`src/mhsl_pkg.sv`:
```
// shared types and constants for the modem handshake and status indicator block
package mhsl_pkg;

    // ------------------------------------------------------------
    // timing base
    // ------------------------------------------------------------
    localparam int MS_NS = 1000000;
    localparam int CLK_PERIOD_NS = 25;
    // least time: round up to whole cycles
    localparam int CYC_PER_MS = (MS_NS + CLK_PERIOD_NS - 1) / CLK_PERIOD_NS;

    // ------------------------------------------------------------
    // indicator timings, in milliseconds
    // ------------------------------------------------------------
    localparam logic [5:0] ACT_HALF_MS = 6'h32;
    localparam logic [11:0] SLOW_HALF_MS = 12'h258;
    localparam logic [11:0] CTX_BLIP_MS = 12'h04B;
    localparam logic [11:0] CTX_GAP_MS = 12'hBB8;
    localparam logic [11:0] FLASH_MS = 12'h1F4;
    localparam logic [9:0] XFER_HOLD_MS = 10'h3E8;

    // ------------------------------------------------------------
    // settings encodings
    // ------------------------------------------------------------
    localparam logic [1:0] DR_IGNORE = 2'h0;
    localparam logic [1:0] DR_CMD = 2'h1;
    localparam logic [1:0] DR_HANGUP = 2'h2;
    localparam logic [1:0] DR_RESET = 2'h3;
    localparam logic [1:0] FC_NONE = 2'h0;
    localparam logic [1:0] FC_HW = 2'h3;
    localparam int NUM_GPIO = 4;

    typedef enum logic [1:0] {LK_IDLE, LK_ONLINE, LK_DISC} mhsl_lk_t;
    typedef enum logic [2:0] {NM_OFF, NM_SEARCH, NM_CTX, NM_XFER, NM_CALL} mhsl_nm_t;

    // link-side status from the modem core, same clock
    typedef struct packed {
        logic fwd_ready;
        logic data_conn;
        logic dev_ready;
        logic full_duplex;
        logic link_good;
        logic traffic;
    } mhsl_link_t;

    // network registration and call status, same clock
    typedef struct packed {
        logic carrier_on;
        logic sleep;
        logic alarm;
        logic no_sim;
        logic no_pin;
        logic searching;
        logic authenticating;
        logic logging_in;
        logic ctx_active;
        logic pkt_seen;
        logic voice_conn;
        logic data_call_busy;
    } mhsl_net_t;

    typedef struct packed {
        logic [1:0] dtr_sync;
        logic dtr_off;
        mhsl_lk_t lk;
        logic cts_n;
        logic dcd_n;
        logic fdx_n;
        logic link_n;
        logic act_n;
        logic [5:0] act_ms;
        mhsl_nm_t nm;
        logic [1:0] nphase;
        logic [11:0] net_ms;
        logic net_n;
        logic xfer_live;
        logic [9:0] xfer_ms;
        logic hangup;
        logic cmd_mode;
        logic soft_reset;
        logic [NUM_GPIO-1:0] gdir;
        logic [NUM_GPIO-1:0] gout;
        logic [NUM_GPIO-1:0] gi1;
        logic [NUM_GPIO-1:0] gi2;
    } mhsl_st_t;

    localparam mhsl_st_t ST_RST = '{
        dtr_sync: 2'h3, dtr_off: 1'b1, lk: LK_IDLE, cts_n: 1'b1, dcd_n: 1'b1,
        fdx_n: 1'b1, link_n: 1'b1, act_n: 1'b1, nm: NM_OFF, net_n: 1'b1,
        default: '0};

endpackage : mhsl_pkg

```
`src/mhsl_top.sv`:
```
// modem handshake lines, status indicators and general-purpose pins
`timescale 1ns/10ps
`default_nettype none
// Overview of operation
// - with hardware flow, clear-to-send goes low when the device can accept and forward host data, else high; without it, low unless disconnecting.
// - carrier-detect is low only while a data connection is up and the device is ready.
// - terminal-ready going high is ignored, enters command mode, or disconnects, per the response setting.
// - the duplex indicator is low whenever the link runs full duplex.
// - the activity indicator toggles 50 ms high, 50 ms low while traffic flows.
// - the link indicator is low whenever a good link is detected.
// - the network indicator is off when carrier function is off or in sleep or alarm.
// - the network indicator blinks 600 ms on and off while registering or searching.
// - with contexts active it repeats 75 on, 75 off, 75 on, 3 s off.
// - during packet transfer it lights within 1 s and each flash lasts about 0.5 s.
// - the network indicator is steady on during a connected or negotiating call.
// - each general-purpose pin is set to input or output by command, all pins together on one config strobe.
module mhsl_top import mhsl_pkg::*; #(
    parameter int MS_CYCLES = CYC_PER_MS
) (
    input wire logic clk, // 40 MHz system clock
    input wire logic rst, // synchronous reset, active high
    input wire logic dtr_n, // terminal-ready pin from host, asynchronous
    input wire logic [1:0] terminal_ready_response_setting, // reaction to terminal-ready off
    input wire logic [1:0] flow_control_setting, // flow control mode
    input wire mhsl_link_t lnk, // link status from modem core
    input wire mhsl_net_t net, // network status from modem core
    input wire logic gpio_cfg_we, // one-cycle strobe: load pin config
    input wire logic [NUM_GPIO-1:0] gpio_cfg_dir, // 1 = output
    input wire logic [NUM_GPIO-1:0] gpio_cfg_out, // output levels
    input wire logic [NUM_GPIO-1:0] gpio_i, // pin levels, asynchronous
    output logic cts_n, // clear to send, active low
    output logic dcd_n, // carrier detect, active low
    output logic duplex_indicator_n, // duplex led, active low
    output logic activity_indicator_n, // activity led, active low
    output logic link_indicator_n, // link led, active low
    output logic net_led_n, // network status led, active low
    output logic hangup_req, // pulse: drop the call
    output logic cmd_mode_req, // pulse: enter command mode, keep call
    output logic soft_reset_req, // pulse: reset modem settings
    output logic [NUM_GPIO-1:0] gpio_o, // pin output level
    output logic [NUM_GPIO-1:0] gpio_oe, // pin output enable
    output logic [NUM_GPIO-1:0] gpio_in // synchronised pin level
);
    mhsl_st_t st_q;
    mhsl_st_t st_d;
    logic ms_tick;
    logic dtr_edge;
    logic net_quiet;
    logic net_seek;

    mhsl_ms_tick #(
        .CYC_PER_MS(MS_CYCLES)
    ) u_tick (
        .clk(clk),
        .rst(rst),
        .tick(ms_tick)
    );

    // length of each phase of a network pattern
    function automatic logic [11:0] phase_len(input mhsl_nm_t nm, input logic [1:0] ph);
        case (nm)
            NM_SEARCH: phase_len = SLOW_HALF_MS;
            NM_CTX: phase_len = (ph == 2'h3) ? CTX_GAP_MS : CTX_BLIP_MS;
            NM_XFER: phase_len = FLASH_MS;
            default: phase_len = 12'hFFF;
        endcase
    endfunction : phase_len

    function automatic logic [1:0] last_phase(input mhsl_nm_t nm);
        last_phase = (nm == NM_CTX) ? 2'h3 : 2'h1;
    endfunction : last_phase

    assign dtr_edge = st_q.dtr_sync[1] && !st_q.dtr_off;
    assign net_quiet = !net.carrier_on || net.sleep || net.alarm;
    assign net_seek = net.no_sim || net.no_pin || net.searching || net.authenticating
        || net.logging_in;

    always_comb begin
        st_d = st_q;
        st_d.dtr_sync = {st_q.dtr_sync[0], dtr_n};
        st_d.dtr_off = st_q.dtr_sync[1];
        st_d.hangup = 1'b0;
        st_d.cmd_mode = 1'b0;
        st_d.soft_reset = 1'b0;

        // ------------------------------------------------------------
        // connection and disconnect
        // ------------------------------------------------------------
        case (st_q.lk)
            LK_IDLE: begin
                if (lnk.data_conn && !st_q.dtr_sync[1]) begin
                    st_d.lk = LK_ONLINE;
                end
            end
            LK_ONLINE: begin
                if (!lnk.data_conn) begin
                    st_d.lk = LK_IDLE;
                end else if (dtr_edge) begin
                    case (terminal_ready_response_setting)
                        DR_CMD: st_d.cmd_mode = 1'b1;
                        DR_HANGUP: begin
                            st_d.hangup = 1'b1;
                            st_d.lk = LK_DISC;
                        end
                        DR_RESET: begin
                            st_d.hangup = 1'b1;
                            st_d.soft_reset = 1'b1;
                            st_d.lk = LK_DISC;
                        end
                        default: st_d.lk = LK_ONLINE;
                    endcase
                end
            end
            LK_DISC: begin
                // stay down until the call is gone and the host is ready again
                if (!lnk.data_conn && !st_q.dtr_sync[1]) begin
                    st_d.lk = LK_IDLE;
                end
            end
            default: st_d.lk = LK_IDLE;
        endcase
        st_d.dcd_n = !(st_d.lk == LK_ONLINE && lnk.data_conn && lnk.dev_ready);
        if (flow_control_setting == FC_HW) begin
            st_d.cts_n = !(lnk.fwd_ready && st_d.lk != LK_DISC);
        end else begin
            // without hardware flow the device always accepts unless disconnecting
            st_d.cts_n = (st_d.lk == LK_DISC);
        end

        // ------------------------------------------------------------
        // ethernet-style indicators
        // ------------------------------------------------------------
        st_d.fdx_n = !lnk.full_duplex;
        st_d.link_n = !lnk.link_good;
        if (!lnk.traffic) begin
            st_d.act_n = 1'b1;
            st_d.act_ms = '0;
        end else if (ms_tick) begin
            if (st_q.act_ms == ACT_HALF_MS - 6'h01) begin
                st_d.act_n = !st_q.act_n;
                st_d.act_ms = '0;
            end else begin
                st_d.act_ms = st_q.act_ms + 6'h01;
            end
        end

        // ------------------------------------------------------------
        // network status pattern
        // ------------------------------------------------------------
        if (net.pkt_seen) begin
            st_d.xfer_live = 1'b1;
            st_d.xfer_ms = '0;
        end else if (ms_tick && st_q.xfer_live) begin
            if (st_q.xfer_ms == XFER_HOLD_MS - 10'h001) begin
                st_d.xfer_live = 1'b0;
            end else begin
                st_d.xfer_ms = st_q.xfer_ms + 10'h001;
            end
        end
        if (net_quiet) begin
            st_d.nm = NM_OFF;
        end else if (net.voice_conn || net.data_call_busy) begin
            st_d.nm = NM_CALL;
        end else if (st_d.xfer_live) begin
            st_d.nm = NM_XFER;
        end else if (net.ctx_active) begin
            st_d.nm = NM_CTX;
        end else if (net_seek) begin
            st_d.nm = NM_SEARCH;
        end else begin
            st_d.nm = NM_OFF;
        end
        if (st_d.nm != st_q.nm) begin
            st_d.nphase = '0;
            st_d.net_ms = '0;
        end else if (ms_tick) begin
            if (st_q.net_ms == phase_len(st_q.nm, st_q.nphase) - 12'h001) begin
                st_d.net_ms = '0;
                st_d.nphase = (st_q.nphase == last_phase(st_q.nm)) ? 2'h0
                    : st_q.nphase + 2'h1;
            end else begin
                st_d.net_ms = st_q.net_ms + 12'h001;
            end
        end
        case (st_d.nm)
            NM_CALL: st_d.net_n = 1'b0;
            NM_OFF: st_d.net_n = 1'b1;
            default: st_d.net_n = st_d.nphase[0]; // even phases are lit
        endcase

        // ------------------------------------------------------------
        // general-purpose pins
        // ------------------------------------------------------------
        st_d.gi1 = gpio_i;
        st_d.gi2 = st_q.gi1;
        for (int i = 0; i < NUM_GPIO; i++) begin
            if (gpio_cfg_we) begin
                st_d.gdir[i] = gpio_cfg_dir[i];
                st_d.gout[i] = gpio_cfg_out[i];
            end
        end
    end

    always_ff @(posedge clk) begin
        if (rst) begin
            st_q <= ST_RST;
        end else begin
            st_q <= st_d;
        end
    end

    assign cts_n = st_q.cts_n;
    assign dcd_n = st_q.dcd_n;
    assign duplex_indicator_n = st_q.fdx_n;
    assign activity_indicator_n = st_q.act_n;
    assign link_indicator_n = st_q.link_n;
    assign net_led_n = st_q.net_n;
    assign hangup_req = st_q.hangup;
    assign cmd_mode_req = st_q.cmd_mode;
    assign soft_reset_req = st_q.soft_reset;
    assign gpio_o = st_q.gout;
    assign gpio_oe = st_q.gdir;
    assign gpio_in = st_q.gi2;
endmodule : mhsl_top
`default_nettype wire

```
`src/mhsl_ms_tick.sv`:
```
// millisecond tick generator
`timescale 1ns/10ps
`default_nettype none
module mhsl_ms_tick #(
    parameter int CYC_PER_MS = 40000
) (
    input wire logic clk, // system clock
    input wire logic rst, // synchronous reset, active high
    output logic tick // one-cycle pulse each millisecond
);
    localparam int W = $clog2(CYC_PER_MS);
    typedef struct packed {
        logic [W-1:0] cnt;
        logic tick;
    } mhsl_tick_st_t;

    mhsl_tick_st_t st_q;
    mhsl_tick_st_t st_d;

    always_comb begin
        st_d = st_q;
        st_d.tick = 1'b0;
        if (st_q.cnt == W'(CYC_PER_MS - 1)) begin
            st_d.cnt = '0;
            st_d.tick = 1'b1;
        end else begin
            st_d.cnt = st_q.cnt + W'(1);
        end
    end

    always_ff @(posedge clk) begin
        if (rst) begin
            st_q <= '0;
        end else begin
            st_q <= st_d;
        end
    end

    assign tick = st_q.tick;
endmodule : mhsl_ms_tick
`default_nettype wire

```
`config.mk`:
```
export PLATFORM = sky130hd
export DESIGN_NAME = mhsl_top
export DESIGN_NICKNAME = d
export VERILOG_FILES = /design/src/mhsl_pkg.sv /design/src/mhsl_top.sv /design/src/mhsl_ms_tick.sv
export SDC_FILE = /design/constraint.sdc
export NUM_CORES = 1
export LEC_CHECK = 0
export ABC_AREA = 1
export CAP_MARGIN = 20
export CORE_MARGIN = 3
export CORE_UTILIZATION = 59
export CTS_BUF_LIST = sky130_fd_sc_hd__clkbuf_8
export DETAILED_ROUTE_END_ITERATION = 7
export DONT_BUFFER_PORTS = 1
export GPL_TIMING_DRIVEN = 1
export PLACE_DENSITY = 0.88
export REMOVE_ABC_BUFFERS = 1
export SYNTH_ARGS = -nofsm -noshare
export SYNTH_HDL_FRONTEND = slang
export SYNTH_SLANG_ARGS = --single-unit
export TNS_END_PERCENT = 50
```
`constraint.sdc`:
```
create_clock -name clk -period 2.2 [get_ports clk]
set_input_delay 0.33 -clock clk [delete_from_list [all_inputs] [get_ports clk]]
set_output_delay 0.33 -clock clk [all_outputs]
set_load 0.005 [all_outputs]
```
# Word-level counts from Yosys, hierarchy flattened
# Cells that the tools add are included.
dict set report totals {
  reg_bits 81
  inputBits 38
  output_inout_bits 21
  wordCells 122
}
dict set report classes {
  add_sub_neg 6
  n_eq_ne 20
  mux 32
  bitwise 5
  n_reduce_logical 34
}
# cell count
set ops {}
lappend ops {{12-bit 2-to-1 mux} 4}
lappend ops {{12-bit case mux with 3 select lines} 1}
lappend ops {{13-bit 2-to-1 mux} 2}
lappend ops {{11-bit 2-to-1 mux} 2}
lappend ops {{16-bit by 1-bit adder with 16-bit output (second input constant)} 1}
lappend ops {{16-bit == test (second input constant)} 1}
lappend ops {{2-bit 2-to-1 mux} 8}
lappend ops {{12-bit by 1-bit adder with 12-bit output (second input constant)} 1}
lappend ops {{12-bit == test} 1}
lappend ops {{2-bit == test (second input constant)} 6}
lappend ops {{12-bit by 1-bit subtractor with 12-bit output (second input constant)} 1}
lappend ops {{10-bit by 1-bit adder with 10-bit output (second input constant)} 1}
lappend ops {{10-bit == test (second input constant)} 1}
lappend ops {{10-bit 2-to-1 mux} 1}
lappend ops {{2-bit OR reduction} 5}
lappend ops {{1-bit zero test} 9}
lappend ops {{1-bit 2-to-1 mux} 8}
lappend ops {{1-bit logical AND} 7}
lappend ops {{1-bit logical OR} 7}
lappend ops {{6-bit by 1-bit adder with 6-bit output (second input constant)} 1}
lappend ops {{2-bit by 1-bit == test with 1-bit output (second input constant)} 3}
lappend ops {{3-bit by 2-bit == test with 1-bit output (second input constant)} 2}
lappend ops {{6-bit == test (second input constant)} 1}
lappend ops {{3-bit 2-to-1 mux} 2}
lappend ops {{15 further kinds} 21}

# Longest topological paths before layout
# Gate-level depths: netlist of run 1.
dict set report logic_depth {
  depth_word 17
  ltp_mapped 18
  depth_no_buf 18
}

# Hierarchy
# A second synthesis of run 1 with hierarchy kept.
dict set report unflattened {
  hier_cells 565
  hier_area_um2 3990.1
}
# module n_inst cells_each area_per_inst_um2 seq_area_each_um2
set modules_own_cells {}
lappend modules_own_cells {mhsl_top 1 432 3131.8 1281.2}
lappend modules_own_cells {mhsl_ms_tick 1 133 858.3 340.3}

# Worst setup path before layout of run 1
# Ideal clock, no wire load.
dict set report synth_timing {
  kind {register to register}
  startpoint {register st_q[43] in the netlist's numbering}
  endpoint {register st_q[35] in the netlist's numbering}
  setup_time_ns 0.119
  arrival_ns 1.999
  required_time_ns 2.081
  setup_slack_ns 0.083
  stages_incl_launch_ff 16
  path_buffers 1
  synth_period_minus_slack_ns 2.117
  cell_sequence {dfxtp_1 > ha_1 > o21ai_2 > nand2_1 > ha_1 > nand2_1 > nand2_1 > nor2_1 > nand3_1 > nor2_1 > nand2_1 > nor2_2 > nand3_2 > nand3_2 > buf_6 > nor2_2}
}
dict set report synth_between {
  elab_chain_len 8
}
# item line
set synth_lines {}
lappend synth_lines {{start: declaration} mhsl_top.sv:44} ;# mhsl_st_t st_q;
lappend synth_lines {{start signal: assignment} mhsl_top.sv:208} ;# st_q <= st_d;
lappend synth_lines {{2-bit == test} mhsl_top.sv:63} ;# NM_CTX: phase_len = (ph == 2'h3) ? CTX_GAP_MS : CTX_BLIP_MS;
lappend synth_lines {{12-bit 2-to-1 mux} mhsl_top.sv:63}
lappend synth_lines {{12-bit case mux with 3 select lines} mhsl_top.sv:61} ;# case (nm)
lappend synth_lines {{12-bit 2-to-1 mux} mhsl_top.sv:176} ;# end else if (ms_tick) begin
lappend synth_lines {{12-bit 2-to-1 mux} mhsl_top.sv:173} ;# if (st_d.nm != st_q.nm) begin
lappend synth_lines {{12-bit by 1-bit subtractor with 12-bit output} mhsl_top.sv:177} ;# if (st_q.net_ms == phase_len(st_q.nm, st_q.nphase) - 12'h001) begin
lappend synth_lines {{12-bit == test} mhsl_top.sv:177}
lappend synth_lines {{12-bit 2-to-1 mux} mhsl_top.sv:177}
# No other way between the ends. The select of a mux whose other input is x is not followed.
# A chain may end at the register's enable or synchronous reset.

# Final worst setup path of run 1
dict set report layout_timing {
  startpoint {register st_q[45] in the netlist's numbering}
  endpoint {register st_q (netlist bit net_led_n)}
}
dict set report layout_between {
  elab_chain_len 10
  elab_cells_between_ends 16
  classes_between {add/sub: 1; eq/ne: 6; mux: 9}
}
# item line
set layout_lines {}
lappend layout_lines {{3-bit by 2-bit == test with 1-bit output, or another cell as far along} mhsl_top.sv:61}
lappend layout_lines {{12-bit case mux with 3 select lines} mhsl_top.sv:61}
lappend layout_lines {{12-bit 2-to-1 mux} mhsl_top.sv:176}
lappend layout_lines {{12-bit 2-to-1 mux} mhsl_top.sv:173}
lappend layout_lines {{12-bit by 1-bit subtractor with 12-bit output} mhsl_top.sv:177}
lappend layout_lines {{12-bit == test} mhsl_top.sv:177}
lappend layout_lines {{1-bit 2-to-1 mux} mhsl_top.sv:177}
lappend layout_lines {{13-bit 2-to-1 mux} mhsl_top.sv:176}
lappend layout_lines {{13-bit 2-to-1 mux (*)} mhsl_top.sv:173}
lappend layout_lines {{1-bit case mux with 2 select lines (*)} mhsl_top.sv:185} ;# case (st_d.nm)
# Every way passes the cells marked *; elsewhere a longest branch is shown, timed or not. The select of a mux whose other input is x is not followed.

==> results of run 1 <==
[what timing repair did]
item                                    4_1_cts  5_1_grt
resized for setup                            12       28
pin swaps                                     8       12
cloned                                        1        0
setup buffers                                 2        3
endpoints found under the setup margin       14       16
[per-layer routing]
metal	share of wire [%]	wire length, um
met1	38	3540
met2	50	4580
met3	7.8	716
met4	4.2	390
met5	0	0
[flip-flops by register name, indices dropped and copies added, names as in the netlist]
register	cells
dcd_n	1
net_led_n	1
u_tick.tick	1
link_indicator_n	1
hangup_req	1
activity_indicator_n	1
st_d	6
st_q	37
soft_reset_req	1
cmd_mode_req	1
gpio_oe	4
gpio_in	4
duplex_indicator_n	1
u_tick.st_q	16
gpio_o	4
cts_n	1
[cells in the mapped netlist (2+ instances only)]
cell type / number
nor2_1: 81
nor4_1: 3
buf_4: 12
nor3b_1: 6
nand2_2: 3
or2_2: 5
nor3_1: 13
nand4_1: 7
a21oi_1: 18
nand2_1: 78
nand3_2: 2
nand3_1: 36
dfxtp_1: 81
xor2_1: 16
o21ai_0: 29
inv_2: 4
clkbuf_1: 3
ha_1: 7
nor2_2: 13
a31oi_1: 2
xnor2_1: 2
inv_1: 68
[through the flow]
step	worst slack [ps]	TNS, ps	area (um^2)	total power (uW)
final	-90.7	-942	4190	2970
after global routing	-206	-2090	4190	3070
after CTS	5.39	0	4060	2970
after detailed placement	-107	-838	3740	1640
after global placement	38.6	0	3740	1630
after floorplan	47.6	0	3600	1620
[final cells by class]
class                   count  area [um^2]
clock buffers               9          124
clock inverters             7          124
fillers                   445         1830
inverters                  74          287
multi-input cells         335         1850
flip-flops and latches     81         1630
well taps                  75         93.8
repair buffers             10         87.6
[power breakdown]
part / switching, uW / internal (uW) / leakage, uW
registers: 19.2 / 1490 / 0.000662
clock network: 584 / 768 / 0.000126
logic: 71.9 / 36.1 / 0.000843
total: 675 / 2300 / 0.00163
[worst register-to-register path, delay by kind of cell (launching register included)]
| family | cells | cell delay, ps |
|---|---|---|
| AO/OA/AOI/OAI | 2 | 300 |
| adder cells (fa/ha/maj) | 1 | 260 |
| buffers and inverters | 1 | 140 |
| flip-flops | 1 | 390 |
| AND/OR/NAND/NOR | 11 | 1140 |
[worst paths after layout]
| kind | from | to |
|---|---|---|
| hold / removal | rst | gpio_in[2] |
| setup / recovery | st_q[45] | net_led_n |
| hold reg to reg | st_d[1] | gpio_in[1] |
| setup reg to reg | st_q[45] | net_led_n |
[cell families (layout without fill, tap and decap cells)]
family | after synthesis | count (layout) | share of synthesized area (%)
AOI/OAI and AO/OA | 56 | 56 | 8.13
xor gates and xnor gates | 18 | 18 | 4.23
adders and majority gates | 7 | 7 | 2.35
buffers and inverters | 92 | 100 | 10.7
DFF | 81 | 81 | 43.5
and+or+nand+nor | 253 | 254 | 31.0
==> impl_metrics.ini, run 1 <==
[routing]
drc = 0
drt-initial-drc-count = 375
vias_per_cell = 5.74
drt-pass1-iter-count = 6
wl_per_cell_um = 15.6
route.antenna.remaining_nets = 0
routed_wl_um = 9230
vias = 3392

[critical_path]
cp.depth = 15
worst-setup-path-type = reg -> reg
rr_worst_depth = 15
startpoint_type = flip-flop
crit_slowest_cell = dfxtp_4
worstPathMaxFanout = 5
path_buf_inv = 1
max_stage_delay_ps = 390
cp-end-kind = flip-flop
cpMostUsedCell = nand2_2
path_delay_family = simple AND/OR/NAND/NOR gates
r2r_setup_slack_ps = -90
crit_chain = buf_12 > o21ai_4 > nand2_2 > ha_4 > nand2_2 > nand2_2 > nor2_2 > nand3_2 > nor2_4 > nand2_2 > nor2_4 > nand3_4 > nand2_2 > nand2_2 > o21bai_1
critical_path_required_ps = 2500
cp.arrival_ps = 2590

[timing]
grt_setup_unrepaired = yes
clock.fmax_mhz = 437
fin_worst_skew_ps = 14.0
max_slew_margin_pct = 55.2
fin_crit_sh_pct = 104
slew_violations = 0
hold_violations = 0
setup_violations = 14
worst_pin_slew_ps = 671
fin_ws_ps = -90.7
whs_ps = 25.2
fin_crit_ps = 2290

[global_routing]
grt_usage_pct = 24.4
grt.overflow.total = 0
grt_pass1_vias = 3362
use_met1_pct = 26.0
grt_max_degree = 21
grt_pass1_wl_um = 14300
antenna_found_initial = 0
grt_busiest_layer = met2
grt_util_met3_pct = 7.77
grt_use_met2_pct = 43.9

[clocking]
cts_hold_buf = 0
cts_buffer_depth = 2
ctsHtreeMaxLevel = 3
cts.sinks = 81
insertion_delay_ps = 370
root_buffer = clkbuf_8
cts_inserted_buffers = 9
cts_tree = built
clk_pin_slew_worst_paths_ps = 90

[floorplan]
die_w_um = 85.5
fp.coreArea_mm2 = 0.00603
row_count = 28
initial_utilization_pct = 61.8
die_area_mm2 = 0.00731
io_pins = 59
die_y_um = 85.5

[synthesis]
yosys_warnings = 0
syn_inst = 507
synth.area.top_cells = dfxtp_1, nor2_1, nand2_1
synth_edf_count = 0
syn_area_mm2 = 0.00373
post-synth-top-area-fraction_pct = 43.5
synth_cell_type_count = 40
syn_area_per_cell_um2 = 7.35
yosysTopAreaCell = dfxtp_1
yosysSeqAreaShare_pct = 43.5
ys_ff_latch = 81
synth_flop_cell = dfxtp_1
synth-async-reset-ratio_pct = 0

[power_and_ir_drop]
leakage_uw = 0.00163
power.density_mw_per_mm2 = 709
max-vdd-ir-drop_mv = 0.524

[final_layout]
final_cell_mix = dfxtp_1, nor2_1, nand2_1
post-route-util_pct = 69.6
layout_commonest_cell = dfxtp_1
drive_gt1_share_pct = 15.9
area_delta_synth_final_pct = 12.6
final_cells = 591
fin_nets = 556
antenna_cells = 0

[placement]
dp_cells = 569
dp_hpwl_um = 5630
portBuffers = 0
gp_congestion = 0.932

[hold_path]
hp-class = in -> reg
whs_path_depth = 1

[outcome]
status = finished, violations left
violations = negative setup slack

[job]
drv_cap = 0
No activity file was read; power rests on OpenSTA's default activity.
==> run 2, diff against run 1 <==
==> constraint.sdc (replaced) <==
create_clock -name clk -period 2.2 [get_ports clk]
set_input_delay 0.11 -clock clk [delete_from_list [all_inputs] [get_ports clk]]
set_output_delay 0.11 -clock clk [all_outputs]
set_load 0.005 [all_outputs]
==> run 2 against run 1 <==
  * Sequential share of layout area fell by 2.9 points
  * The run still ends with negative setup slack left
  * Cell area rose by 8.1%
  * Via count rose by 6.3%
  * Wire length rose by 8.4%
  * Non-clock buffer count rose by 36
  * Global-route usage rose by 2.3 points
  * Clock skew fell by 3.6 ps
  * Largest power group unchanged
  * Sequential power barely moved
==> impl_metrics.ini, run 2 (synthesis results as in run 1) <==
[timing]
setup_violations = 1
hold_violations = 0
clock.fmax_mhz = 442
fin_crit_ps = 2260
fin_worst_skew_ps = 10.4
fin_crit_sh_pct = 103
max_slew_margin_pct = 52.9
fin_ws_ps = -62.9
grt_setup_unrepaired = yes
whs_ps = 9.36
slew_violations = 0
worst_pin_slew_ps = 705

[floorplan]
die_y_um = 85.5
fp.coreArea_mm2 = 0.00603
die_area_mm2 = 0.00731
row_count = 28
io_pins = 59
die_w_um = 85.5
initial_utilization_pct = 61.8

[critical_path]
cp-end-kind = flip-flop
startpoint_type = flip-flop
cp.arrival_ps = 2520
critical_path_required_ps = 2450
critPathLaunch = st_q[44]
regToRegStartpoint = st_q[44]
worst-setup-path-type = reg -> reg
worstPathMaxFanout = 5

[global_routing]
grt_pass1_vias = 3641
grt_pass1_wl_um = 15600
grt_use_met2_pct = 48.0
grt_usage_pct = 26.7
use_met1_pct = 27.7
antenna_found_initial = 0
grt_util_met3_pct = 6.89
grt.overflow.total = 0
grt_max_degree = 19
grt_busiest_layer = met2

[final_layout]
largest_register_ffs = 37
register_area_mm2 = 0.00163
area_delta_synth_final_pct = 21.7
fin_nets = 592
top_register = st_q
fillCellCount = 367
finalInstanceArea_mm2 = 0.00454
multi_input_area_mm2 = 0.00184
final_cell_mix = dfxtp_1, nor2_1, nand2_1
drive_gt1_share_pct = 15.0
post-route-util_pct = 75.3
layout_commonest_cell = dfxtp_1
antenna_cells = 0
final_cells = 627

[clocking]
clk_pin_slew_worst_paths_ps = 90
cts_buffer_depth = 2
cts.sinks = 81
ctsHtreeMaxLevel = 3
cts_tree = built
root_buffer = clkbuf_8
insertion_delay_ps = 360
cts_inserted_buffers = 9

[hold_path]
hp-class = in -> reg
worstHoldStart = net[9]

[placement]
gp_congestion = 0.932
placed_area_mm2 = 0.00374
dp_hpwl_um = 5630
dp_cells = 569
portBuffers = 0

[power_and_ir_drop]
power.density_mw_per_mm2 = 670
p_seq_share_pct = 49.8
max-vdd-ir-drop_mv = 0.508
leakage_uw = 0.00179
clkPwrFrac_pct = 44.6
p_sw_share_pct = 23.0
switching_power_uw = 699
power_frac_comb_pct = 5.5
p_int_uw = 2340

[routing]
drc = 0
drt-initial-drc-count = 290
drt-pass1-iter-count = 7
routed_wl_um = 10000
vias = 3606
wl_per_cell_um = 16.0
vias_per_cell = 5.75
route.antenna.remaining_nets = 0

[outcome]
violations = negative setup slack
status = finished, violations left

[job]
drv_cap = 0
==> run 2: cell count changes in the layout (fill, tap and decap cells not counted), sizes merged <==
cell / delta
dlygate4sd3: +34
buf: +2
==> run 2: area by class of cell <==
class	instances	area share, %
Inverter	74	6.26
Clock inverter	7	2.73
Tap cell	75	2.07
Clock buffer	9	2.73
Timing Repair Buffer	46	9.57
Sequential cell	81	36.0
Multi-Input combinational cell	335	40.7
==> run 2: layer usage <==
| layer | up-vias | routed length [um] |
|---|---|---|
| met5 | - | 0 |
| met4 | 0 | 503 |
| met3 | 66 | 801 |
| met2 | 215 | 5020 |
| met1 | 1642 | 3680 |
| li1 | 1683 | - |
==> run 2: power by group through the flow <==
stage	clock network (uW)	registers [uW]	logic (uW)
final	1360	1510	167
after global routing	1420	1520	185
after CTS	1360	1510	156
after detailed placement	0	1550	93.5
after global placement	0	1550	87.4
after floorplan	0	1540	73.1
==> run 2: path summary, 6_finish.rpt <==
kind | end | slack, ps | depth (start not counted)
worst max-delay path | st_q[44] | -60 | 14
worst min register to register | gpio_in[1] | 410 | 2
worst min-delay path | st_q[45] | 9 | 3
worst max register to register | st_q[44] | -60 | 14
==> run 2: stage by stage <==
stage               setup TNS (ps)  total power (uW)  setup WS (ps)
floorplan                        0              1620           47.6
global placement                 0              1630           38.6
detailed placement            -838              1640           -107
CTS                              0              3030           5.38
global route                 -2340              3130           -253
finish                       -62.9              3040          -62.9
==> run 2: repair_timing <==
| item | in CTS | in global routing |
|---|---|---|
| endpoints found under the hold margin | 34 | 0 |
| gates resized for setup | 12 | 27 |
| endpoints found under the setup margin | 14 | 16 |
| hold buffers | 34 | 0 |
| pin swaps | 8 | 13 |
| buffers inserted | 2 | 5 |
| gates cloned | 1 | 0 |
==> run 2: critical path, cell delays in order, from the launching register on <==
cell	delay (ps)
dfxtp_1	350
ha_4	180
o21ai_4	140
nand2_2	80
ha_4	250
nand2_2	70
nand2_2	50
nor2_2	110
nand3_1	100
nor2_2	110
nand2_1	80
nor2_2	120
nand3_4	150
o21ai_0	270
nor2_1	90
==> run 3, diff against run 2 <==
--- a/config.mk
+++ b/config.mk
@@ -17,5 +17,6 @@
 export REMOVE_ABC_BUFFERS = 1
 export SYNTH_ARGS = -nofsm -noshare
 export SYNTH_HDL_FRONTEND = slang
+export SYNTH_HIERARCHICAL = 1
 export SYNTH_SLANG_ARGS = --single-unit
 export TNS_END_PERCENT = 50
==> run 3 against run 2 <==
  * The run still ends with negative setup slack left
  * Wire length rose by 24%
  * Sequential cell count did not move
  * Via count rose by 14%
  * First-iteration DRC count rose by 92%
  * Sequential share of layout area fell by 1.4 points
  * Synthesized cell count rose by 11%
  * Critical path depth fell by 5
  * Sequential power barely moved
  * Critical path type is now in -> reg
  * Highest routed layer unchanged
==> impl_metrics.ini, run 3 <==
[timing]
fin_ws_ps = -264
max_slew_margin_pct = 52.5
slew_violations = 0
clock.fmax_mhz = 406
worst_pin_slew_ps = 710
fin_worst_skew_ps = 20.2
hold_violations = 0
fin_crit_ps = 2460
grt_setup_unrepaired = yes
setup_violations = 14
whs_ps = 6.92
fin_crit_sh_pct = 112

[critical_path]
crit_chain = dlygate4sd3_1 > nor3_1 > dlygate4sd3_1 > nand2_1 > xor2_1 > nand3_2 > nor3_1 > inv_1 > nor2_1
startpoint_type = primary input
worst-setup-path-type = in -> reg
max_stage_delay_ps = 590
cp.arrival_ps = 2720
critical_path_required_ps = 2460
worstPathMaxFanout = 3
cp-end-kind = flip-flop
crit_slowest_cell = dlygate4sd3_1
path_buf_inv = 3
path_delay_family = buffers and inverters

[routing]
drc = 0
route.antenna.remaining_nets = 0
vias_per_cell = 5.95
wl_per_cell_um = 17.9
routed_wl_um = 12400
drt-pass1-iter-count = 6
drt-initial-drc-count = 556
vias = 4121

[synthesis]
synth-async-reset-ratio_pct = 0
syn_inst = 565
yosysTopAreaCell = dfxtp_1
syn_area_mm2 = 0.00399
synth.area.top_cells = dfxtp_1, nand2_1, nor2_1
post-synth-top-area-fraction_pct = 40.6
yosysSeqAreaShare_pct = 40.6
synthTopCellsByCount = nand2_1, nor2_1, dfxtp_1, inv_1, nand3_1
ys_ff_latch = 81
syn_area_per_cell_um2 = 7.06
synth_flop_cell = dfxtp_1
synth_edf_count = 0
yosysMostFrequentCell = nand2_1
synth_cell_type_count = 38
yosys_warnings = 6

[placement]
gp_congestion = 0.984
dp_hpwl_um = 5900
portBuffers = 0

[clocking]
cts_inserted_buffers = 9
clk_pin_slew_worst_paths_ps = 100
root_buffer = clkbuf_8
cts_tree = built
ctsHtreeMaxLevel = 3
insertion_delay_ps = 380
cts_buffer_depth = 2
cts.sinks = 81

[global_routing]
grt.overflow.total = 0
antenna_found_initial = 0
grt_pass1_wl_um = 18000
grt_max_degree = 20
grt_usage_pct = 29.8
grt_pass1_vias = 3908

[hold_path]
hp-class = in -> reg

[floorplan]
die_area_mm2 = 0.00779
die_y_um = 88.2
initial_utilization_pct = 61.8
fp.coreArea_mm2 = 0.00646
die_w_um = 88.2
row_count = 29
io_pins = 59

[power_and_ir_drop]
power.density_mw_per_mm2 = 588
leakage_uw = 0.00195
max-vdd-ir-drop_mv = 0.499

[final_layout]
final_cell_mix = nand2_1, nor2_1, dfxtp_1
layout_commonest_cell = nand2_1
post-route-util_pct = 73.2
largest_register_ffs = 37
drive_gt1_share_pct = 14.3
antenna_cells = 0
top_register = st_q
area_delta_synth_final_pct = 18.5
fin_nets = 656

[outcome]
status = finished, violations left
violations = negative setup slack

[job]
drv_cap = 0
[run 3: cell types whose count changed after synthesis, moves of 3 or more]
cell and delta:
nor3b_1 -5, o21ai_0 -11, inv_1 +9, nand2_1 +35, nor2_2 +3, nand3_2 +3, nand3_1 +5, a21oi_1 +3
nor2_1 +11
[run 3: layout make-up]
| type | count | area [um^2] |
|---|---|---|
| clock buffers | 9 | 124 |
| clock inverters | 7 | 57.6 |
| fillers | 412 | 1730 |
| inverters | 82 | 310 |
| multi-input cells | 383 | 1980 |
| flip-flops and latches | 81 | 1630 |
| well taps | 77 | 96.3 |
| repair buffers | 54 | 528 |
[run 3: kinds of logic (layout without fill, tap and decap cells)]
group	after synthesis	in the layout	share of synthesized area (%)
AO/OA/AOI/OAI	49	49	6.68
XOR/XNOR	20	20	4.39
adder cells (fa/ha/maj)	7	7	2.19
buffers and inverters	101	152	11.2
flip-flops	81	81	40.6
AND/OR/NAND/NOR	307	307	34.9
[run 3: final timing paths]
kind	cells past startpoint	to	startpoint	slack (ps)
setup / recovery	9	st_q[32]	net[9]	-260
hold / removal	3	st_q[27]	net[2]	7
setup reg to reg	15	st_q[35]	st_q[43]	-110
hold reg to reg	1	st_d[61]	st_d[63]	430
[run 3: worst reg2reg max path, delay by kind of cell, from the launching register on]
| family | cells | cell delay [ps] |
|---|---|---|
| adders and majority gates | 2 | 410 |
| and+or+nand+nor | 11 | 1100 |
| DFF | 1 | 370 |
| AOI/OAI and AO/OA | 1 | 150 |
| buffers and inverters | 1 | 170 |
[run 3: stage by stage]
step | total power (uW) | worst slack, ps | std cells | instance area (um^2) | TNS, ps
6_report | 2780 | -264 | 693 | 4730 | -1350
5_1_grt | 2850 | -368 | 693 | 4730 | -2160
4_1_cts | 2710 | 11.3 | 685 | 4580 | 0
3_5_place_dp | 1650 | 2.72 | 632 | 4030 | 0
3_3_place_gp | 1650 | 79.7 | 632 | 4030 | 0
2_1_floorplan | 1620 | 6.49 | 546 | 3850 | 0
[run 3: power breakdown]
| group | switching, uW | total (uW) | internal (uW) |
|---|---|---|---|
| logic | 108 | 201 | 93.3 |
| clock network | 636 | 1060 | 426 |
| registers | 22.7 | 1520 | 1490 |
[run 3: repair_timing]
item / 4_1_cts / 5_1_grt
pin swaps: 2 / 13
setup endpoints to repair: 10 / 15
hold endpoints to repair: 37 / 0
buffers inserted: 0 / 7
cloned: 0 / 1
hold buffers: 37 / 0
gates resized for setup: 1 / 18
[run 3: routing by layer]
layer	global-route usage, %	wire length (um)	vias to the layer above
met5	0	0	-
met4	22.1	1110	0
met3	5.87	1080	136
met2	53.0	6000	347
met1	30.8	4210	1794
li1	-	-	1844
